### config.mk
export PLATFORM = sky130hd
export DESIGN_NAME = power_state_ctrl
export DESIGN_NICKNAME = d
export VERILOG_FILES = /design/src/common/power_seq_pkg.sv /design/src/common/lowpower_if.sv /design/src/pin_sync.sv /design/src/lowpower_qualifier.sv /design/src/power_state_ctrl.sv
export VERILOG_INCLUDE_DIRS = /design/src /design/src/common
export SDC_FILE = /design/constraint.sdc
export NUM_CORES = 1
export LEC_CHECK = 0
export BUFFER_PORTS_ARGS = -buffer_cell sky130_fd_sc_hd__buf_2
export CAP_MARGIN = 15
export CORE_ASPECT_RATIO = 1.4
export CORE_UTILIZATION = 63
export CTS_CLUSTER_SIZE = 12
export DETAILED_ROUTE_END_ITERATION = 8
export PLACE_DENSITY = 0.85
export SYNTH_ARGS = -nofsm -noshare
export SYNTH_HDL_FRONTEND = slang
export SYNTH_SLANG_ARGS = --single-unit
### constraint.sdc
create_clock -name sys_clk -period 4.25 [get_ports sys_clk]
set_input_delay 0.85 -clock sys_clk [delete_from_list [all_inputs] [get_ports sys_clk]]
set_output_delay 0.85 -clock sys_clk [all_outputs]
set_load 0.1 [all_outputs]
### src/common/power_seq_cfg.svh
// power_seq_cfg.svh: offsets, field positions, reset values, timing counts
// assumes a 125 MHz system clock and a 32.768 kHz internal tick
`ifndef POWER_SEQ_CFG_SVH
`define POWER_SEQ_CFG_SVH

// ---------------------------------------------------------------
// register offsets
// ---------------------------------------------------------------
`define REG_EVENT 8'h03
`define REG_SENSE 8'h05
`define REG_STATE 8'h06
`define REG_CHARGER 8'h1a
`define REG_PWR_CTL 8'h1b
`define REG_MODE_CFG 8'h1c

// ---------------------------------------------------------------
// field positions and reset values
// ---------------------------------------------------------------
`define CHG_VSEL_LSB 0
`define CHG_EN_BIT 3
`define CHARGER_RESET 4'h0
`define PWR_DLY_LSB 4
`define PWR_INV_BIT 6
`define PWR_DLY_RESET 2'h1
`define MODE_SLEEP_BIT 0
`define MODE_LONGPRESS_BIT 1
`define MODE_RESTART_BIT 2
`define MODE_CFG_RESET 3'h0

// ---------------------------------------------------------------
// timing
// ---------------------------------------------------------------
`define SYS_CLK_HZ 125000000
`define SLOW_CLK_HZ 32768
`define TICK_DIV (`SYS_CLK_HZ / `SLOW_CLK_HZ)
`define THERM_DEBOUNCE_US 8000
`define THERM_DEBOUNCE_TICKS \
  ((`THERM_DEBOUNCE_US * `SLOW_CLK_HZ + 999999) / 1000000)
`define LONG_PRESS_MS 4000
`define LONG_PRESS_TICKS ((`LONG_PRESS_MS * `SLOW_CLK_HZ + 999) / 1000)
`define LOWPOWER_SYNC_TICKS 3

`endif

### src/common/power_seq_pkg.sv
// power_seq_pkg: types shared by the power sequencer modules
// assumes nothing beyond a SystemVerilog compiler
`default_nettype none

package power_seq_pkg;
  typedef enum logic [2:0] {
    ST_OFF,
    ST_ON,
    ST_SLEEP,
    ST_STANDBY,
    ST_BACKUP
  } power_state_t;
endpackage

`default_nettype wire

### src/common/lowpower_if.sv
// lowpower_if: standby request path between sequencer and qualifier
// assumes the request level is already synchronised to sys_clk
`default_nettype none

interface lowpower_if;
  logic tick;
  logic reqSync;
  logic invert;
  logic [1:0] delaySel;
  logic qualified;

  modport ctrl (output tick, output reqSync, output invert,
    output delaySel, input qualified);
  modport qual (input tick, input reqSync, input invert,
    input delaySel, output qualified);
endinterface

`default_nettype wire

### src/pin_sync.sv
// pin_sync: two-flop synchroniser for a group of pin levels
// assumes the inputs are asynchronous levels, not pulses
`default_nettype none

module pin_sync #(
  parameter int W = 1
) (
  // clock and reset
  input wire logic sys_clk,
  input wire logic resetn,
  // levels
  input wire logic [W-1:0] pinIn,
  output logic [W-1:0] pinSync
);
  typedef struct packed {
    logic [W-1:0] stage1;
    logic [W-1:0] stage2;
  } sync_t;

  sync_t st;
  sync_t next_st;

  // ---------------------------------------------------------------
  // per bit stages
  // ---------------------------------------------------------------
  // stage1 is read by stage2 only, to keep metastability contained
  always_comb begin
    next_st = st;
    next_st.stage1 = pinIn;
    next_st.stage2 = st.stage1;
  end

  always_ff @(posedge sys_clk or negedge resetn) begin
    if (!resetn) begin
      st <= '0;
    end else begin
      st <= next_st;
    end
  end

  assign pinSync = st.stage2;
endmodule

`default_nettype wire

### src/lowpower_qualifier.sv
// lowpower_qualifier: polarity and hold-off for the standby request
// assumes tick is a one-cycle pulse at the 32 kHz rate
`include "power_seq_cfg.svh"
`default_nettype none

module lowpower_qualifier
  import power_seq_pkg::*;
(
  // clock and reset
  input wire logic sys_clk,
  input wire logic resetn,
  // request path
  lowpower_if.qual lp
);
  typedef struct packed {
    logic qualified;
    logic [2:0] cnt;
  } qual_t;

  qual_t st;
  qual_t next_st;
  logic req;
  logic [2:0] target;

  // ---------------------------------------------------------------
  // polarity and delay
  // ---------------------------------------------------------------
  always_comb begin
    req = lp.reqSync ^ lp.invert;
    target = 3'(`LOWPOWER_SYNC_TICKS) + {1'b0, lp.delaySel};
    next_st = st;
    if (req == st.qualified) begin
      next_st.cnt = 3'h0;
    end else if (lp.tick) begin
      // a change must hold for the full count, glitches restart it
      if (st.cnt + 3'h1 >= target) begin
        next_st.qualified = req;
        next_st.cnt = 3'h0;
      end else begin
        next_st.cnt = st.cnt + 3'h1;
      end
    end
  end

  always_ff @(posedge sys_clk or negedge resetn) begin
    if (!resetn) begin
      st <= '0;
    end else begin
      st <= next_st;
    end
  end

  assign lp.qualified = st.qualified;
endmodule

`default_nettype wire

### src/power_state_ctrl.sv
// power_state_ctrl: power mode machine, thermal and backup charger control
// assumes analog comparators give levels; register port from the i2c block
`include "power_seq_cfg.svh"
`default_nettype none

module power_state_ctrl
  import power_seq_pkg::*;
#(
  parameter int LONG_PRESS_TICKS = `LONG_PRESS_TICKS,
  parameter int THERM_TICKS = `THERM_DEBOUNCE_TICKS,
  parameter int TICK_DIV = `TICK_DIV
) (
  // clock and reset
  input wire logic sys_clk,
  input wire logic resetn,
  // host pins
  input wire logic enPin,
  input wire logic lowpower_request_pin,
  // analog indications
  input wire logic vinAboveRise,
  input wire logic vinBelowFall,
  input wire logic thermShutdown,
  input wire logic [3:0] tempAbove,
  // register port
  input wire logic [7:0] regAddr,
  input wire logic [7:0] regWrData,
  input wire logic regWrEn,
  input wire logic regRdEn,
  output logic [7:0] regRdData,
  // open-drain pins
  output logic irqOutNOut,
  output logic irqOutNOe,
  output logic powerGoodOutNOut,
  output logic powerGoodOutNOe,
  // backup charger
  output logic backupChargeEnable,
  output logic [2:0] backupChargeVoltageSelect,
  output logic chargeCurrentHighLevel,
  // regulator side
  output logic [2:0] powerState,
  output logic standbyMirrorLoad
);
  localparam int HW = $clog2(LONG_PRESS_TICKS + 1);
  localparam int TW = $clog2(THERM_TICKS + 1);
  localparam int DW = $clog2(TICK_DIV + 1);
  localparam int SW = 9;

  typedef struct packed {
    power_state_t state;
    logic supplyValid;
    logic thermLock;
    logic [TW-1:0] thermCnt;
    logic [HW-1:0] holdCnt;
    logic restartPending;
    logic firstUpDone;
    logic mirrorPulse;
    logic [3:0] tempPrev;
    logic [3:0] events;
    logic [3:0] charger;
    logic pwrInvert;
    logic [1:0] pwrDelay;
    logic [2:0] modeCfg;
    logic [7:0] rdData;
    logic [DW-1:0] divCnt;
    logic tick;
  } ctrl_t;

  ctrl_t st;
  ctrl_t next_st;
  logic [SW-1:0] syncOut;
  logic enSync;
  logic vinRiseSync;
  logic vinFallSync;
  logic thermSync;
  logic [3:0] tempSync;
  logic turnOn;
  logic powerOff;
  logic longPressMode;
  logic sleepSel;
  logic [3:0] clearMask;
  logic [7:0] readMux;

  lowpower_if lp ();

  // ---------------------------------------------------------------
  // synchronisers and standby qualifier
  // ---------------------------------------------------------------
  pin_sync #(
    .W(SW)
  ) u_sync (
    .sys_clk(sys_clk),
    .resetn(resetn),
    // bit order matters, the index assigns below depend on it
    .pinIn({
      enPin,
      lowpower_request_pin,
      vinAboveRise,
      vinBelowFall,
      thermShutdown,
      tempAbove
    }),
    .pinSync(syncOut)
  );

  assign enSync = syncOut[8];
  assign lp.reqSync = syncOut[7];
  assign vinRiseSync = syncOut[6];
  assign vinFallSync = syncOut[5];
  assign thermSync = syncOut[4];
  assign tempSync = syncOut[3:0];
  assign lp.tick = st.tick;
  assign lp.invert = st.pwrInvert;
  assign lp.delaySel = st.pwrDelay;

  lowpower_qualifier u_qual (
    .sys_clk(sys_clk),
    .resetn(resetn),
    .lp(lp)
  );

  // ---------------------------------------------------------------
  // register read mux
  // ---------------------------------------------------------------
  always_comb begin
    case (regAddr)
      `REG_EVENT: readMux = {4'h0, st.events};
      `REG_SENSE: readMux = {2'h0, st.supplyValid, thermSync,
        tempSync};
      `REG_STATE: readMux = {5'h00, st.state};
      `REG_CHARGER: readMux = {4'h0, st.charger};
      `REG_PWR_CTL: readMux = {1'b0, st.pwrInvert, st.pwrDelay, 4'h0};
      `REG_MODE_CFG: readMux = {5'h00, st.modeCfg};
      default: readMux = 8'h00;
    endcase
  end

  // ---------------------------------------------------------------
  // decoded conditions
  // ---------------------------------------------------------------
  always_comb begin
    longPressMode = st.modeCfg[`MODE_LONGPRESS_BIT];
    sleepSel = st.modeCfg[`MODE_SLEEP_BIT];
    // thermal lock and supply validity both gate a turn-on
    turnOn = st.supplyValid && enSync && !st.thermLock;
    // long press compares a tick count, so it is a ticks-accurate hold
    if (longPressMode) begin
      powerOff = !enSync && (st.holdCnt >= HW'(LONG_PRESS_TICKS));
    end else begin
      powerOff = !enSync;
    end
    clearMask = 4'h0;
    if (regWrEn && regAddr == `REG_EVENT) begin
      clearMask = regWrData[3:0];
    end
  end

  // ---------------------------------------------------------------
  // next state
  // ---------------------------------------------------------------
  always_comb begin
    next_st = st;
    next_st.mirrorPulse = 1'b0;

    // ---------------------------------------------------------------
    // 32 kHz tick from the system clock
    // ---------------------------------------------------------------
    if (st.divCnt >= DW'(TICK_DIV - 1)) begin
      next_st.divCnt = '0;
      next_st.tick = 1'b1;
    end else begin
      next_st.divCnt = st.divCnt + DW'(1);
      next_st.tick = 1'b0;
    end

    // supply hysteresis: set on rising level, cleared on falling level
    if (vinFallSync) begin
      next_st.supplyValid = 1'b0;
    end else if (vinRiseSync) begin
      next_st.supplyValid = 1'b1;
    end

    // temperature events, set wins over a clear in the same cycle
    next_st.tempPrev = tempSync;
    next_st.events = (st.events & ~clearMask)
      | (tempSync ^ st.tempPrev);

    // ---------------------------------------------------------------
    // thermal debounce
    // ---------------------------------------------------------------
    if (!thermSync) begin
      next_st.thermCnt = '0;
    end else if (st.tick && st.thermCnt < TW'(THERM_TICKS)) begin
      next_st.thermCnt = st.thermCnt + TW'(1);
    end
    if (!thermSync) begin
      next_st.thermLock = 1'b0;
    end

    // enable pin low hold counter, saturating
    if (enSync) begin
      next_st.holdCnt = '0;
    end else if (st.tick && st.holdCnt < HW'(LONG_PRESS_TICKS)) begin
      next_st.holdCnt = st.holdCnt + HW'(1);
    end

    // ---------------------------------------------------------------
    // register writes
    // ---------------------------------------------------------------
    if (regWrEn) begin
      case (regAddr)
        `REG_CHARGER: next_st.charger = regWrData[3:0];
        `REG_PWR_CTL: begin
          next_st.pwrInvert = regWrData[`PWR_INV_BIT];
          next_st.pwrDelay = regWrData[`PWR_DLY_LSB+:2];
        end
        `REG_MODE_CFG: next_st.modeCfg = regWrData[2:0];
        default: next_st.modeCfg = st.modeCfg;
      endcase
    end
    if (regRdEn) begin
      next_st.rdData = readMux;
    end

    // ---------------------------------------------------------------
    // power state machine
    // ---------------------------------------------------------------
    case (st.state)
      ST_BACKUP: begin
        // turn-on ignored here, only the supply returning leaves
        if (st.supplyValid) begin
          next_st.state = ST_OFF;
        end
      end
      ST_OFF: begin
        if (!st.supplyValid) begin
          next_st.state = ST_BACKUP;
        end else if (turnOn || (st.restartPending && !st.thermLock)) begin
          // a pending restart obeys the thermal lock like a turn-on
          next_st.state = ST_ON;
          next_st.restartPending = 1'b0;
          if (!st.firstUpDone) begin
            next_st.firstUpDone = 1'b1;
            next_st.mirrorPulse = 1'b1;
          end
        end
      end
      ST_ON, ST_STANDBY: begin
        if (!st.supplyValid) begin
          next_st.state = ST_BACKUP;
        end else if (st.thermCnt >= TW'(THERM_TICKS)) begin
          next_st.state = ST_OFF;
          next_st.thermLock = 1'b1;
        end else if (powerOff) begin
          // a restart must see a fresh hold, not the saturated count
          next_st.holdCnt = '0;
          if (sleepSel) begin
            next_st.state = ST_SLEEP;
          end else begin
            next_st.state = ST_OFF;
            next_st.restartPending = st.modeCfg[`MODE_RESTART_BIT];
          end
        end else if (st.state == ST_ON && lp.qualified) begin
          next_st.state = ST_STANDBY;
        end else if (st.state == ST_STANDBY && !lp.qualified) begin
          next_st.state = ST_ON;
        end
      end
      ST_SLEEP: begin
        if (!st.supplyValid) begin
          next_st.state = ST_BACKUP;
        end else if (st.thermCnt >= TW'(THERM_TICKS)) begin
          next_st.state = ST_OFF;
          // the lock keeps the enable pin from waking it while hot
          next_st.thermLock = 1'b1;
        end else if (enSync) begin
          next_st.state = ST_ON;
        end
      end
      default: next_st.state = ST_OFF;
    endcase
  end

  // ---------------------------------------------------------------
  // state register
  // ---------------------------------------------------------------
  always_ff @(posedge sys_clk or negedge resetn) begin
    if (!resetn) begin
      st <= '0;
      st.state <= ST_OFF;
      st.charger <= `CHARGER_RESET;
      st.pwrDelay <= `PWR_DLY_RESET;
      st.modeCfg <= `MODE_CFG_RESET;
    end else begin
      st <= next_st;
    end
  end

  // ---------------------------------------------------------------
  // outputs
  // ---------------------------------------------------------------
  always_comb begin
    regRdData = st.rdData;
    powerState = st.state;
    standbyMirrorLoad = st.mirrorPulse;
    backupChargeVoltageSelect = st.charger[`CHG_VSEL_LSB+:3];
    // charging draws on the main supply, so never in OFF or backup
    backupChargeEnable = st.charger[`CHG_EN_BIT]
      && st.supplyValid
      && st.state != ST_OFF && st.state != ST_BACKUP;
    chargeCurrentHighLevel = (st.state == ST_ON);
    irqOutNOut = 1'b0;
    irqOutNOe = (|st.events) && (st.state == ST_ON
      || st.state == ST_SLEEP || st.state == ST_STANDBY);
    powerGoodOutNOut = 1'b0;
    powerGoodOutNOe = (st.state != ST_ON);
  end
endmodule

`default_nettype wire

==> impl_table.tex <==
\begin{tabular}{lr}
\hline
Metric & Value \\
\hline
\multicolumn{2}{l}{\textbf{Pwr}} \\
\quad IR Drop Worst-Case VDD & 0.304 mV \\
\quad Total Power Consumption & 1.71 mW \\
\quad Static Leakage & 2.24 nW \\
\quad Power Density & 352 nW/um2 \\
\multicolumn{2}{l}{\textbf{Clock tree}} \\
\quad Hold\_buf cts & 0 \\
\quad Buffer depth of the longest clock path & 2 \\
\quad Clock insertion delay at the later pin of the skew report & 0.36 ns \\
\quad Clock-pin slew on the worst setup and hold paths & 0.09 ns \\
\quad Count of H-tree levels built during CTS & 3 \\
\quad Total clock buffers created by CTS & 9 \\
\quad CTS-repair resized insts & 0 \\
\quad Total clock sinks & 95 \\
\quad Buffer cell driving the clock tree root & sky130\_fd\_sc\_hd\_\_clkbuf\_8 \\
\quad CTS tree & yes \\
\quad Post-CTS Setup Repair Bufs & 0 \\
\multicolumn{2}{l}{\textbf{GRT}} \\
\quad Global-route wire length before repair & 13600 um \\
\quad Global route overflow & 0 \\
\quad Met1 global-route usage & 28.9\% \\
\quad Fraction of met2 tracks used by global routing & 43.1\% \\
\quad Met3 track demand over resource & 4.88\% \\
\quad Maximum number of pins on one net before global-route repair & 74 \\
\quad Initial antenna violation count & 0 \\
\quad Via count of the first global-routing pass & 3024 \\
\quad Total Routing Usage GR & 24.2\% \\
\quad Busiest grt layer & met2 \\
\multicolumn{2}{l}{\textbf{Worst setup path}} \\
\quad Crit Reg-Reg Endpoint & u\_qual.st[0] \\
\quad CP Class & reg2out \\
\quad Worst endpoint data arrival time & 1.89 ns \\
\quad Stages on worst setup path & 4 \\
\quad Critical Path Start Type & flop \\
\quad CP cell instances & inv\_1 -> or3\_1 -> inv\_1 -> buf\_2 \\
\quad R2r startpoint & lp.delaySel[0] \\
\quad Largest delay share family, worst path & buffers and inverters \\
\quad First element of the critical path & powerState[0] \\
\quad Category of the worst setup path capture point & output port \\
\quad Maximum fanout count along the critical path & 9 \\
\quad Stage delay of the slowest cell on the critical path & 0.53 ns \\
\quad Most repeated library cell on the critical path & sky130\_fd\_sc\_hd\_\_inv\_1 \\
\quad Combined buffer and inverter count along the critical path & 3 \\
\quad Worst reg2reg path depth & 7 \\
\quad Slowest library cell on the worst path & sky130\_fd\_sc\_hd\_\_dfrtp\_1 \\
\quad Required time reported for the critical path endpoint & 3.40 ns \\
\quad Capturing element of the worst setup path & chargeCurrentHighLevel \\
\quad Register-to-Register Setup Slack & 2.12 ns \\
\multicolumn{2}{l}{\textbf{Timing}} \\
\quad Unrepaired setup endpoints after global routing & false \\
\quad Min Clock Period, post-route & 2.74 ns \\
\quad Total negative slack & 0 ns \\
\quad Relative slew slack & 41.2\% \\
\quad Timing-limited maximum frequency & 365 MHz \\
\quad Final setup violation count & 0 \\
\quad Final slew viol count & 0 \\
\quad Endpoints failing hold & 0 \\
\quad Worst setup skew after layout & 0.0130 ns \\
\quad Final period utilization & 64.5\% \\
\quad Slew at the pin closest to its max-slew limit & 0.882 ns \\
\multicolumn{2}{l}{\textbf{Logic synthesis}} \\
\quad Number of warnings printed during yosys synthesis & 0 \\
\quad Synthesized netlist cell count & 420 \\
\quad Number of enable flip-flop cells after synthesis & 0 \\
\quad Main area contributors after synthesis & sky130\_fd\_sc\_hd\_\_dfrtp\_1 53\%, sky130\_fd\_sc\_hd\_\_nor2\_1 4.5\%, sky130\_fd\_sc\_hd\_\_xnor2\_1 3.9\%, sky130\_fd\_sc\_hd\_\_xor2\_1 3.7\%, sky130\_fd\_sc\_hd\_\_mux2\_2 3.3\% \\
\quad Share of async-settable or async-resettable flops after synthesis & 100\% \\
\quad Share of Yosys cell area claimed by the top area cell type & 52.7\% \\
\quad Dominant register cell in the synthesized netlist & sky130\_fd\_sc\_hd\_\_dfrtp\_1 \\
\quad Number of unique standard cell types used by synthesis & 49 \\
\quad Average footprint of a synthesized cell & 10.6 um2 \\
\quad Flip-flop and latch count after synthesis & 95 \\
\quad Post-synthesis sequential area ratio & 53.2\% \\
\quad Synthesized area & 4470 um2 \\
\quad Cell taking the most area after synthesis & sky130\_fd\_sc\_hd\_\_dfrtp\_1 \\
\multicolumn{2}{l}{\textbf{Floorplanning}} \\
\quad DIE AREA & 7440 um2 \\
\quad Die Y & 102 um \\
\quad Area of the placeable core & 6700 um2 \\
\quad I/O pin total & 50 \\
\quad Number of rows in the core area & 35 \\
\quad Starting density of the core & 66.7\% \\
\quad X dimension of the die & 73.2 um \\
\multicolumn{2}{l}{\textbf{Placed design}} \\
\quad DP Cell Count & 535 \\
\quad Count of input and output buffers & 45 \\
\quad Post-DP HPWL & 5710 um \\
\quad Instance area at placement & 4650 um2 \\
\quad Final estimated routing congestion in global placement & 0.891 \\
\multicolumn{2}{l}{\textbf{Detailed routing}} \\
\quad Initial DRC count & 153 \\
\quad DRT Pass-1 Iters & 4 \\
\quad Remaining routing DRC violations & 0 \\
\quad Total via count after detailed routing & 3122 \\
\quad Vias per cell & 5.67 \\
\quad Post-detailed-routing wire length & 8160 um \\
\quad Number of antenna-violating nets in the routed design & 0 \\
\quad Routed wire length per instance & 14.8 um \\
\multicolumn{2}{l}{\textbf{Cells and area}} \\
\quad Final design utilization & 72.7\% \\
\quad Layout Cell Area excl Fill & 4870 um2 \\
\quad Post-synthesis to final-layout area growth & 9.02\% \\
\quad Number of non-filler instances in the completed layout & 551 \\
\quad Final \#Nets & 494 \\
\quad Share of cells above drive strength 1 & 17.4\% \\
\quad N\_diodes & 0 \\
\multicolumn{2}{l}{\textbf{Status}} \\
\quad Status & complete, no violations \\
\multicolumn{2}{l}{\textbf{Job}} \\
\quad Number of max-cap violations & 0 \\
\multicolumn{2}{l}{\textbf{Hold path}} \\
\quad Worst hold path depth & 0 \\
\quad Worst hold-check path type & reg2reg \\
\hline
\end{tabular}
synthesized netlist by cell type (11+ instances only):
cell / n
sky130_fd_sc_hd__nand3_1: 14
sky130_fd_sc_hd__mux2_2: 13
sky130_fd_sc_hd__inv_1: 14
sky130_fd_sc_hd__nor2_1: 53
sky130_fd_sc_hd__xor2_1: 19
sky130_fd_sc_hd__ha_1: 11
sky130_fd_sc_hd__nand4_1: 11
sky130_fd_sc_hd__nand2_1: 27
sky130_fd_sc_hd__and2_1: 11
sky130_fd_sc_hd__xnor2_1: 20
sky130_fd_sc_hd__dfrtp_1: 94
sky130_fd_sc_hd__nor2b_1: 13
sky130_fd_sc_hd__buf_4: 16
state kept, by name, indices dropped and copies added (netlist names):
| name | cells |
|---|---|
| longPressMode | 1 |
| lp.delaySel | 2 |
| u_sync.next_st | 9 |
| u_sync.pinSync | 9 |
| standbyMirrorLoad | 1 |
| backupChargeVoltageSelect | 3 |
| sleepSel | 1 |
| powerState | 3 |
| u_qual.lp.qualified | 1 |
| lp.invert | 1 |
| st | 53 |
| regRdData | 7 |
| lp.tick | 1 |
| u_qual.st | 3 |
cells by family after synthesis:
kind of cell	share of synthesized area, %
and+or+nand+nor	19.2
DFF	53.2
muxes	3.28
other	0.0840
AOI/OAI and AO/OA	8.32
xor gates and xnor gates	7.65
buffers and inverters	5.10
adders and majority gates	3.08
metal layers:
| layer | vias to the layer above | share of wire (%) |
|---|---|---|
| met4 | 0 | 1.2 |
| met2 | 68 | 54 |
| li1 | 1496 | - |
| met1 | 1548 | 41 |
| met3 | 10 | 3.9 |
| met5 | - | 0 |
metrics by stage:
step                      hold WS, ns  setup slack (ns)
after floorplan                 0.331             0.722
after global placement          0.331              1.64
final                           0.353              1.51
after CTS                       0.355              1.50
after global routing            0.362              1.38
after detailed placement        0.335              1.58
placed cells by master, fill, tap and decap left out, types with 7 or more instances in the layout:
cell,Yosys,routed
sky130_fd_sc_hd__xnor2_1,20,20
sky130_fd_sc_hd__xor2_1,19,19
sky130_fd_sc_hd__a21oi_1,9,9
sky130_fd_sc_hd__and3_1,10,10
sky130_fd_sc_hd__nand3_1,14,14
sky130_fd_sc_hd__nor2b_1,13,13
sky130_fd_sc_hd__inv_1,14,14
sky130_fd_sc_hd__buf_2,2,44
sky130_fd_sc_hd__mux2_2,13,13
sky130_fd_sc_hd__and2_1,11,11
sky130_fd_sc_hd__nand2_1,27,27
sky130_fd_sc_hd__a31oi_1,10,10
sky130_fd_sc_hd__nor2_1,53,53
sky130_fd_sc_hd__dfrtp_1,94,94
sky130_fd_sc_hd__nand4_1,11,11
sky130_fd_sc_hd__clkbuf_8,0,9
sky130_fd_sc_hd__ha_1,11,11
sky130_fd_sc_hd__a21o_1,7,7
power breakdown:
part	switching [mW]	internal (mW)	total (mW)
Combinational	0.0943	0.0317	0.126
Sequential	0.0168	0.923	0.940
Clock	0.313	0.335	0.648
Total	0.424	1.29	1.71
worst min path at each step:
stage / slack [ns] / endpoint / startpoint
2_1_floorplan: 0.33 / u_sync.pinSync[0] / u_sync.next_st[0]
3_3_place_gp: 0.33 / u_sync.pinSync[5] / u_sync.next_st[5]
3_5_place_dp: 0.33 / u_sync.pinSync[6] / u_sync.next_st[6]
4_1_cts: 0.35 / u_sync.pinSync[6] / u_sync.next_st[6]
5_1_grt: 0.36 / u_sync.pinSync[6] / u_sync.next_st[6]
6_report: 0.35 / u_sync.pinSync[6] / u_sync.next_st[6]
cell type report:
class,instances,area (um2)
sequential,95,2380
multi-input combinational,288,1870
fill,482,1830
timing repair buffer,46,235
clock buffer,10,128
tap,92,115
clock inverter,6,92.6
inverter,14,52.6
Power figures use the tool's default switching activity.
